File: config.mk
export PLATFORM = sky130hd
export DESIGN_NAME = tuc_timer_channel
export DESIGN_NICKNAME = d
export VERILOG_FILES = /design/src/rtl/tuc_timer_channel.v
export VERILOG_INCLUDE_DIRS = /design/src /design/src/common
export SDC_FILE = /design/constraint.sdc
export NUM_CORES = 1
export LEC_CHECK = 0
export BUFFER_PORTS_ARGS = -buffer_cell sky130_fd_sc_hd__buf_4
export CAP_MARGIN = 15
export CELL_PAD_IN_SITES_DETAIL_PLACEMENT = 1
export CELL_PAD_IN_SITES_GLOBAL_PLACEMENT = 1
export CORE_MARGIN = 2
export CORE_UTILIZATION = 46
export CTS_CLUSTER_SIZE = 25
export DETAILED_ROUTE_END_ITERATION = 10
export PLACE_DENSITY = 0.81
export SYNTH_ARGS = -nofsm -noshare
export SYNTH_HDL_FRONTEND = slang
export SYNTH_SLANG_ARGS = --single-unit
File: constraint.sdc
create_clock -name clk_sys_i -period 4.7 [get_ports clk_sys_i]
set_clock_uncertainty 0.2 [all_clocks]
set_input_delay 1.175 -clock clk_sys_i [delete_from_list [all_inputs] [get_ports clk_sys_i]]
set_output_delay 1.175 -clock clk_sys_i [all_outputs]
set_load 0.03 [all_outputs]
File: src/common/tuc_consts.vh
`ifndef TUC_CONSTS_VH
`define TUC_CONSTS_VH

// Register addresses on the byte-wide register port
`define TUC_ADDR_W        4
`define TUC_A_CTRL        4'h0
`define TUC_A_PINFN       4'h1
`define TUC_A_IEN         4'h2
`define TUC_A_STAT        4'h3
`define TUC_A_CNT_H       4'h4
`define TUC_A_CNT_L       4'h5
`define TUC_A_GRA_H       4'h6
`define TUC_A_GRA_L       4'h7
`define TUC_A_GRB_H       4'h8
`define TUC_A_GRB_L       4'h9
`define TUC_A_UNIT        4'ha

// Reset values; reserved bits read as one
`define TUC_RST_CTRL      8'h80
`define TUC_RST_PINFN     8'h88
`define TUC_RST_IEN       8'hf8
`define TUC_RST_STAT      8'hf8
`define TUC_RST_UNIT      8'hce
`define TUC_RST_CNT       16'h0000
`define TUC_RST_GR        16'hffff
`define TUC_CNT_MAX       16'hffff
`define TUC_UNMAPPED      8'h00

// Reserved-bit patterns forced to one on read
`define TUC_RSV_CTRL      8'h80
`define TUC_RSV_PINFN     8'h88
`define TUC_RSV_IRQ       8'hf8
`define TUC_RSV_UNIT      8'hce

// Field positions
`define TUC_F_CLK         2:0
`define TUC_F_EDGE        4:3
`define TUC_F_CLR         6:5
`define TUC_F_FN_A        2:0
`define TUC_F_FN_B        6:4
`define TUC_B_FLAG_A      0
`define TUC_B_FLAG_B      1
`define TUC_B_FLAG_OV     2
`define TUC_B_PHASE       0
`define TUC_F_COMB        5:4

// Clear source codes
`define TUC_CLR_NONE      2'b00
`define TUC_CLR_GRA       2'b01
`define TUC_CLR_GRB       2'b10
`define TUC_CLR_SYNC      2'b11

// Combination mode codes
`define TUC_COMB_CPWM     2'b10
`define TUC_COMB_RPWM     2'b11

// Pin function codes (compare half)
`define TUC_PF_NONE       2'b00
`define TUC_PF_LOW        2'b01
`define TUC_PF_HIGH       2'b10
`define TUC_PF_TOGGLE     2'b11

`endif

File: src/rtl/tuc_timer_channel.v
// Contract
// RULE1: Clock select picks prescaled or external source
// RULE2: Edge field chooses rising, falling or both
// RULE3: Clear none, or on register A event
// RULE4: Clear code 10 clears on register B event
// RULE5: Clear code 11 follows synchronized timer clear
// RULE6: Register A compare drives pin per code
// RULE7: Register A captures counter on chosen edges
// RULE8: Register B compare drives pin per code
// RULE9: Register B captures counter on chosen edges
// RULE10: Phase flag selects phase counting on channel
// RULE11: Combination 00/01 keeps channels independent
// RULE12: Combination 10 gives complementary PWM
// RULE13: Combination 11 gives reset-synchronized PWM
// RULE14: Register A interrupt gated by its enable
// RULE15: Register B interrupt gated by its enable
// RULE16: Overflow interrupt gated by its enable
// RULE17: Overflow flag set on wrap to zero
// RULE18: Flag cleared by read-one then write-zero
// RULE19: Code 111 captures both; reserved bits one
//
// Our own choices: the register offsets and the strobed register port.
`timescale 1ns/1ps
`default_nettype none
`include "tuc_consts.vh"

module tuc_timer_channel (
  // Clock and reset
  input  wire                   clk_sys_i,
  input  wire                   srst_i,
  // Register port
  input  wire [`TUC_ADDR_W-1:0] reg_addr_i,
  input  wire [7:0]             reg_wdata_i,
  input  wire                   reg_wr_i,
  input  wire                   reg_rd_i,
  output reg  [7:0]             reg_rdata_o,
  // Pins from outside
  input  wire                   ext_clk_a_i,
  input  wire                   ext_clk_b_i,
  input  wire                   ext_clk_c_i,
  input  wire                   ext_clk_d_i,
  input  wire                   capture_a_i,
  input  wire                   capture_b_i,
  // Synchronized timer clear, same clock domain
  input  wire                   sync_clear_i,
  output reg                    clear_event_o,
  // Compare output pins
  output reg                    compare_a_o,
  output reg                    compare_a_oe_o,
  output reg                    compare_b_o,
  output reg                    compare_b_oe_o,
  // Unit-wide mode status
  output reg                    phase_count_o,
  output reg                    comp_pwm_o,
  output reg                    reset_sync_pwm_o,
  // Interrupts
  output reg                    event_irq_a_o,
  output reg                    event_irq_b_o,
  output reg                    wrap_irq_o,
  output reg                    irq_o
);

  reg  [7:0]  ctrl_ff;
  reg  [7:0]  pinfn_ff;
  reg  [7:0]  ien_ff;
  reg  [7:0]  unit_ff;
  reg  [2:0]  flag_ff;
  reg  [2:0]  armed_ff;
  reg  [15:0] timer_count_ff;
  reg  [15:0] general_reg_a_ff;
  reg  [15:0] general_reg_b_ff;
  reg  [2:0]  div_ff;
  reg  [5:0]  pin_s1_ff;
  reg  [5:0]  pin_s2_ff;
  reg  [5:0]  pin_prev_ff;

  wire [2:0]  clk_sel    = ctrl_ff[`TUC_F_CLK];
  wire [1:0]  edge_sel   = ctrl_ff[`TUC_F_EDGE];
  wire [1:0]  clr_sel    = ctrl_ff[`TUC_F_CLR];
  wire [2:0]  fn_a       = pinfn_ff[`TUC_F_FN_A];
  wire [2:0]  fn_b       = pinfn_ff[`TUC_F_FN_B];
  wire        phase_mode = unit_ff[`TUC_B_PHASE];

  // Pins pass two flops; the third is only history for edges
  wire [5:0]  pin_rise   = pin_s2_ff & ~pin_prev_ff;
  wire [5:0]  pin_fall   = ~pin_s2_ff & pin_prev_ff;

  // Count source
  reg         int_tick;
  reg         ext_rise;
  reg         ext_fall;
  reg         ext_tick;

  always @* begin
    // Free-running divider: the first tick after a switch may come early
    case (clk_sel[1:0])
      2'b00:   int_tick = 1'b1;
      2'b01:   int_tick = div_ff[0];
      2'b10:   int_tick = &div_ff[1:0];
      default: int_tick = &div_ff;
    endcase
    ext_rise = pin_rise[clk_sel[1:0]];
    ext_fall = pin_fall[clk_sel[1:0]];
    if (edge_sel[1]) begin
      ext_tick = ext_rise | ext_fall; // [RULE2]
    end else if (edge_sel[0]) begin
      ext_tick = ext_fall; // [RULE2]
    end else begin
      ext_tick = ext_rise; // [RULE2]
    end
  end

  wire        norm_tick = clk_sel[2] ? ext_tick : int_tick; // [RULE1]

  // Quadrature decode on external clocks A and B
  wire        qa_cur    = pin_s2_ff[0];
  wire        qb_cur    = pin_s2_ff[1];
  wire        qa_old    = pin_prev_ff[0];
  wire        qb_old    = pin_prev_ff[1];
  // A step where both inputs moved is dropped, not guessed
  wire        q_moved   = (qa_cur ^ qa_old) | (qb_cur ^ qb_old);
  wire        q_up      = q_moved & (qa_cur ^ qb_old);
  wire        q_down    = q_moved & (qa_old ^ qb_cur);

  wire        cnt_up    = phase_mode ? (q_up & ~q_down) : norm_tick; // [RULE10]
  wire        cnt_down  = phase_mode & q_down & ~q_up; // [RULE10]

  // Capture edge select; code 111 behaves as 110
  function cap_hit;
    input [1:0] mode;
    input       rise;
    input       fall;
    begin
      if (mode[1]) begin
        cap_hit = rise | fall; // [RULE19]
      end else if (mode[0]) begin
        cap_hit = fall;
      end else begin
        cap_hit = rise;
      end
    end
  endfunction

  wire        cap_a   = fn_a[2] & cap_hit(fn_a[1:0], pin_rise[4], pin_fall[4]); // [RULE7]
  wire        cap_b   = fn_b[2] & cap_hit(fn_b[1:0], pin_rise[5], pin_fall[5]); // [RULE9]
  // Match is taken when the counter advances off the equal value
  wire        match_a = ~fn_a[2] & cnt_up & (timer_count_ff == general_reg_a_ff); // [RULE6]
  wire        match_b = ~fn_b[2] & cnt_up & (timer_count_ff == general_reg_b_ff); // [RULE8]
  wire        ev_a    = cap_a | match_a;
  wire        ev_b    = cap_b | match_b;
  wire        wrap    = cnt_up & (timer_count_ff == `TUC_CNT_MAX); // [RULE17]

  reg         clr_hit;

  always @* begin
    case (clr_sel)
      `TUC_CLR_GRA:  clr_hit = ev_a; // [RULE3]
      `TUC_CLR_GRB:  clr_hit = ev_b; // [RULE4]
      `TUC_CLR_SYNC: clr_hit = sync_clear_i; // [RULE5]
      default:       clr_hit = 1'b0; // [RULE3]
    endcase
  end

  // Write decodes
  wire        wr_ctrl  = reg_wr_i & (reg_addr_i == `TUC_A_CTRL);
  wire        wr_pinfn = reg_wr_i & (reg_addr_i == `TUC_A_PINFN);
  wire        wr_ien   = reg_wr_i & (reg_addr_i == `TUC_A_IEN);
  wire        wr_unit  = reg_wr_i & (reg_addr_i == `TUC_A_UNIT);
  wire        wr_gra_h = reg_wr_i & (reg_addr_i == `TUC_A_GRA_H);
  wire        wr_gra_l = reg_wr_i & (reg_addr_i == `TUC_A_GRA_L);
  wire        wr_grb_h = reg_wr_i & (reg_addr_i == `TUC_A_GRB_H);
  wire        wr_grb_l = reg_wr_i & (reg_addr_i == `TUC_A_GRB_L);
  wire        wr_cnt_h = reg_wr_i & (reg_addr_i == `TUC_A_CNT_H);
  wire        wr_cnt_l = reg_wr_i & (reg_addr_i == `TUC_A_CNT_L);
  wire        wr_stat  = reg_wr_i & (reg_addr_i == `TUC_A_STAT);
  wire        rd_stat  = reg_rd_i & (reg_addr_i == `TUC_A_STAT);
  wire [2:0]  ev_vec   = {wrap, ev_b, ev_a};

  reg  [15:0] nxt_timer_count;
  reg  [2:0]  nxt_flag;
  reg  [2:0]  nxt_armed;

  always @* begin
    nxt_timer_count = timer_count_ff;
    if (clr_hit) begin
      nxt_timer_count = `TUC_RST_CNT;
    end else if (cnt_up) begin
      nxt_timer_count = timer_count_ff + 16'h0001;
    end else if (cnt_down) begin
      nxt_timer_count = timer_count_ff - 16'h0001;
    end
    // Software write wins over counting
    if (wr_cnt_h) begin
      nxt_timer_count[15:8] = reg_wdata_i;
    end
    if (wr_cnt_l) begin
      nxt_timer_count[7:0] = reg_wdata_i;
    end
    // A read seeing one arms the clear; the next status write disarms every bit
    nxt_armed = armed_ff;
    nxt_flag  = flag_ff;
    if (wr_stat) begin
      nxt_flag  = flag_ff & ~(armed_ff & ~reg_wdata_i[2:0]); // [RULE18]
      nxt_armed = 3'h0;
    end
    if (rd_stat) begin
      nxt_armed = flag_ff; // [RULE18]
    end
    // A new event beats a clear in the same cycle
    nxt_flag = nxt_flag | ev_vec; // [RULE17]
  end

  // Compare pin action
  function pin_act;
    input [1:0] code;
    input       cur;
    begin
      case (code)
        `TUC_PF_LOW:    pin_act = 1'b0;
        `TUC_PF_HIGH:   pin_act = 1'b1;
        `TUC_PF_TOGGLE: pin_act = ~cur;
        default:        pin_act = cur;
      endcase
    end
  endfunction

  wire [7:0]  irq_bits = flag_ff & ien_ff;
  wire [2:0]  irq_now  = {irq_bits[`TUC_B_FLAG_OV], irq_bits[`TUC_B_FLAG_B],
                          irq_bits[`TUC_B_FLAG_A]};

  reg  [7:0]  nxt_rdata;

  always @* begin
    case (reg_addr_i)
      `TUC_A_CTRL:  nxt_rdata = ctrl_ff | `TUC_RSV_CTRL; // [RULE19]
      `TUC_A_PINFN: nxt_rdata = pinfn_ff | `TUC_RSV_PINFN; // [RULE19]
      `TUC_A_IEN:   nxt_rdata = ien_ff | `TUC_RSV_IRQ;
      `TUC_A_STAT:  nxt_rdata = {5'h1f, flag_ff};
      `TUC_A_CNT_H: nxt_rdata = timer_count_ff[15:8];
      `TUC_A_CNT_L: nxt_rdata = timer_count_ff[7:0];
      `TUC_A_GRA_H: nxt_rdata = general_reg_a_ff[15:8];
      `TUC_A_GRA_L: nxt_rdata = general_reg_a_ff[7:0];
      `TUC_A_GRB_H: nxt_rdata = general_reg_b_ff[15:8];
      `TUC_A_GRB_L: nxt_rdata = general_reg_b_ff[7:0];
      `TUC_A_UNIT:  nxt_rdata = unit_ff | `TUC_RSV_UNIT;
      default:      nxt_rdata = `TUC_UNMAPPED;
    endcase
  end

  // Runs through reset so the history matches the pin: no false edge after it
  always @(posedge clk_sys_i) begin
    pin_s1_ff   <= {capture_b_i, capture_a_i, ext_clk_d_i, ext_clk_c_i,
                    ext_clk_b_i, ext_clk_a_i};
    pin_s2_ff   <= pin_s1_ff;
    pin_prev_ff <= pin_s2_ff;
  end

  always @(posedge clk_sys_i) begin
    if (srst_i) begin
      ctrl_ff          <= `TUC_RST_CTRL;
      pinfn_ff         <= `TUC_RST_PINFN;
      ien_ff           <= `TUC_RST_IEN;
      unit_ff          <= `TUC_RST_UNIT;
      flag_ff          <= 3'h0;
      armed_ff         <= 3'h0;
      timer_count_ff   <= `TUC_RST_CNT;
      general_reg_a_ff <= `TUC_RST_GR;
      general_reg_b_ff <= `TUC_RST_GR;
      div_ff           <= 3'h0;
      reg_rdata_o      <= 8'h00;
      clear_event_o    <= 1'b0;
      compare_a_o      <= 1'b0;
      compare_a_oe_o   <= 1'b0;
      compare_b_o      <= 1'b0;
      compare_b_oe_o   <= 1'b0;
      phase_count_o    <= 1'b0;
      comp_pwm_o       <= 1'b0;
      reset_sync_pwm_o <= 1'b0;
      event_irq_a_o    <= 1'b0;
      event_irq_b_o    <= 1'b0;
      wrap_irq_o       <= 1'b0;
      irq_o            <= 1'b0;
    end else begin
      div_ff      <= div_ff + 3'h1;

      // Reserved bits keep their ones whatever is written
      if (wr_ctrl) begin
        ctrl_ff <= reg_wdata_i | `TUC_RSV_CTRL; // [RULE19]
      end
      if (wr_pinfn) begin
        pinfn_ff <= reg_wdata_i | `TUC_RSV_PINFN; // [RULE19]
      end
      if (wr_ien) begin
        ien_ff <= reg_wdata_i | `TUC_RSV_IRQ;
      end
      if (wr_unit) begin
        unit_ff <= reg_wdata_i | `TUC_RSV_UNIT;
      end

      // Capture beats a software write to the same register
      if (cap_a) begin
        general_reg_a_ff <= timer_count_ff; // [RULE7]
      end else if (wr_gra_h) begin
        general_reg_a_ff[15:8] <= reg_wdata_i;
      end else if (wr_gra_l) begin
        general_reg_a_ff[7:0] <= reg_wdata_i;
      end
      if (cap_b) begin
        general_reg_b_ff <= timer_count_ff; // [RULE9]
      end else if (wr_grb_h) begin
        general_reg_b_ff[15:8] <= reg_wdata_i;
      end else if (wr_grb_l) begin
        general_reg_b_ff[7:0] <= reg_wdata_i;
      end

      timer_count_ff <= nxt_timer_count;
      flag_ff        <= nxt_flag;
      armed_ff       <= nxt_armed;
      reg_rdata_o    <= reg_rd_i ? nxt_rdata : 8'h00;
      clear_event_o  <= clr_hit;

      // Pin is driven only while the register compares
      compare_a_oe_o <= ~fn_a[2];
      compare_b_oe_o <= ~fn_b[2];
      if (match_a) begin
        compare_a_o <= pin_act(fn_a[1:0], compare_a_o); // [RULE6]
      end
      if (match_b) begin
        compare_b_o <= pin_act(fn_b[1:0], compare_b_o); // [RULE8]
      end

      phase_count_o    <= phase_mode; // [RULE10]
      // Codes 00 and 01 leave both joint modes off
      comp_pwm_o       <= (unit_ff[`TUC_F_COMB] == `TUC_COMB_CPWM); // [RULE11] [RULE12]
      reset_sync_pwm_o <= (unit_ff[`TUC_F_COMB] == `TUC_COMB_RPWM); // [RULE11] [RULE13]

      event_irq_a_o <= irq_now[0]; // [RULE14]
      event_irq_b_o <= irq_now[1]; // [RULE15]
      wrap_irq_o    <= irq_now[2]; // [RULE16]
      irq_o         <= |irq_now;
    end
  end

endmodule // tuc_timer_channel
`default_nettype wire

==> results.json <==
{
  "yosys_warnings": 0,
  "ys_ff_latch": 114,
  "synth_area_um2": 7129,
  "dp_hpwl_um": 17750,
  "post-route-period-util_pct": 88.81,
  "initial_core_util_pct": 47.07,
  "status": "complete, no violations",
  "synth_ff_type": "dfxtp_1",
  "min_path_type": "flop to flop",
  "maxCapViolations": 0,
  "layout_common_cells": "nand2_1, dfxtp_1, nor2_1",
  "place_congestion": 0.9123,
  "cts-root-buf": "clkbuf_16",
  "path_buf_inv": 0,
  "hold_buffers": 0,
  "power_density_nw_per_um2": 348.7,
  "insertedDiodeCount": 0,
  "dr.pass1.iters": 5,
  "cts_buffers": 17,
  "min_from": "pin_s1_ff[2]",
  "vias_per_cell": 6.443,
  "clock_latency_ns": 0.43,
  "clockPowerShare_pct": 47.1,
  "core_area_um2": 15150,
  "ys_types": 84,
  "drc_errors": 0,
  "grt_max_degree": 91,
  "slew_violations": 0,
  "pre_cts_ws_ns": 0.6093,
  "async_reset_ff_share_pct": 0,
  "drt-total-wl_um": 26440,
  "drive_above_1_share_pct": 14.13,
  "layout_commonest_cell": "nand2_1",
  "cts_tree": "done",
  "grt_use_total_pct": 32.37,
  "clock-sinks": 114,
  "antenna_found_initial": 1,
  "synthesis.nets": 959,
  "grt_pass1_vias": 7279,
  "setup-tns-final_ns": 0,
  "cp_max_fo": 17,
  "seq_power_share_pct": 37.3,
  "fin_ws_ns": 0.5259,
  "utilization_pct": 53.80,
  "relSlewSlack_pct": 38.95,
  "avgSynthCellArea_um2": 7.741,
  "yosysSeqAreaShare_pct": 32.01,
  "combPwrFrac_pct": 15.6,
  "startpoint": "ctrl_ff[0]",
  "p_sw_uw": 818.6,
  "path_class": "flop to flop",
  "clk_pin_slew_worst_paths_ns": 0.06,
  "dieArea_um2": 16510,
  "required_ns": 4.81,
  "placed_cell_area_um2": 7538,
  "fillers": 1832,
  "cpPeakStageDelay_ns": 0.72,
  "crit_top_cell": "mux2i_1",
  "p_int_uw": 2023,
  "min_period_ns": 4.174,
  "io_buffers": 42,
  "cpLargestDelayFamily": "compound AO/OA/AOI/OAI gates",
  "end_kind": "flop",
  "ant_nets": 0,
  "synth_edf_count": 0,
  "cts_max_path_buffers": 2,
  "num-nets-final": 966,
  "htreeDepth": 4,
  "num_rows": 45,
  "critical_path_arrival_ns": 4.29,
  "crit_path_start_kind": "flop",
  "grt_pass1_wl_um": 41030,
  "die_y_um": 128.5,
  "critical-path-slowest-cell": "dfxtp_1",
  "worst_slew_pin_slew_ns": 0.9158,
  "postLayoutCellArea_um2": 8148,
  "path_cells": "mux2i_1, o211ai_1, a21boi_0, a31o_1, o2bb2ai_1, a211oi_2, o311ai_1, a21oi_1, mux2i_1, a2111oi_2",
  "fmax_mhz": 239.6,
  "final_hold_viol_count": 0,
  "netlist_instances": 921,
  "grt-ovfl-total": 0,
  "first_iter_violations": 665,
  "io_pins": 43,
  "fin_cells": 1129,
  "power_leakage_uw": 0.003208,
  "postCtsResizedCells": 0,
  "peakVddDrop_uv": 258.8,
  "place_inst": 1096,
  "vias": 7274,
  "switching_share_pct": 28.81,
  "area_delta_synth_final_pct": 14.29,
  "final-setup-viol-count": 0,
  "wire_per_inst_um": 23.42,
  "die_w_um": 128.5,
  "rsz0062_at_grt": "no",
  "postCtsSetupBuffers": 0,
  "r2r_start": "ctrl_ff[0]"
}
synth_stat cells (8+ instances only):
| cell type | instances | area (um2) |
|---|---|---|
| o211ai_1 | 8 | 60.06 |
| ha_1 | 15 | 187.7 |
| a221oi_1 | 10 | 87.58 |
| a22oi_1 | 10 | 75.07 |
| nor4_1 | 8 | 50.05 |
| xor2_1 | 23 | 201.4 |
| nand4_1 | 14 | 87.58 |
| xnor2_1 | 25 | 219.0 |
| mux2i_1 | 20 | 200.2 |
| nor2b_1 | 10 | 62.56 |
| o21ai_0 | 45 | 225.2 |
| nand2b_1 | 44 | 275.3 |
| nor2_1 | 67 | 251.5 |
| a31oi_1 | 11 | 68.82 |
| dfxtp_1 | 114 | 2282 |
| a21oi_1 | 49 | 245.2 |
| nand2_1 | 131 | 491.7 |
| nand3_1 | 64 | 320.3 |
| nor3_1 | 16 | 80.08 |
| inv_1 | 25 | 93.84 |
| clkbuf_1 | 62 | 232.7 |
layer usage:
layer	part of all wire [%]	track usage [%]	wire [um]
met5	0	0	0
met4	4.0	15.47	1049
met3	6.5	6.112	1731
met2	47	53.32	12410
met1	43	41.04	11240
final timing paths:
| check | end | slack (ns) | cells past startpoint |
|---|---|---|---|
| worst max-delay path | timer_count_ff[12] | 0.53 | 10 |
| worst min-delay path | pin_s2_ff[2] | 0.12 | 0 |
| worst max register to register | timer_count_ff[12] | 0.53 | 10 |
| worst min register to register | pin_s2_ff[2] | 0.12 | 0 |
power groups by stage:
stage | clock network, uW | logic, uW | registers, uW
6_report | 1340 | 443 | 1060
5_1_grt | 1400 | 474 | 1060
4_1_cts | 1350 | 434 | 1060
3_5_place_dp | 0 | 426 | 1080
3_3_place_gp | 0 | 415 | 1070
2_1_floorplan | 0 | 308 | 1050
layout make-up:
cell class                      instances  area (um2)  share of cell area, %
Clock buffer                           20       446.7                  5.482
Clock inverter                         12       157.7                  1.935
Inverter                               27       101.3                  1.244
Multi-Input combinational cell        701        4424                  54.30
Sequential cell                       114        2282                  28.01
Tap cell                              188       235.2                  2.887
Timing Repair Buffer                   67       500.5                  6.143
state kept, by name, summed over array words and instances, names as in the netlist, 3 cells and up:
| name | flops |
|---|---|
| ien_ff | 3 |
| general_reg_a_ff | 16 |
| pin_s1_ff | 6 |
| timer_count_ff | 16 |
| unit_ff | 3 |
| pin_prev_ff | 6 |
| ctrl_ff | 7 |
| pinfn_ff | 6 |
| flag_ff | 3 |
| general_reg_b_ff | 16 |
| div_ff | 3 |
| pin_s2_ff | 6 |
| reg_rdata_o | 8 |
| armed_ff | 3 |
through the flow:
stage	total power (uW)	hold WS, ns
final	2841	0.1243
after global routing	2935	0.1323
after CTS	2836	0.1274
after detailed placement	1502	0.1143
after global placement	1488	0.1106
after floorplan	1361	0.1096
kinds of logic after synthesis:
group,share of synthesized area (%)
buffers and inverters,6.019
AND/OR/NAND/NOR,27.59
XOR/XNOR,5.897
flip-flops,32.01
multiplexers,6.476
adder cells (fa/ha/maj),2.633
AO/OA/AOI/OAI,19.38
No activity file was read; power rests on OpenSTA's default activity.
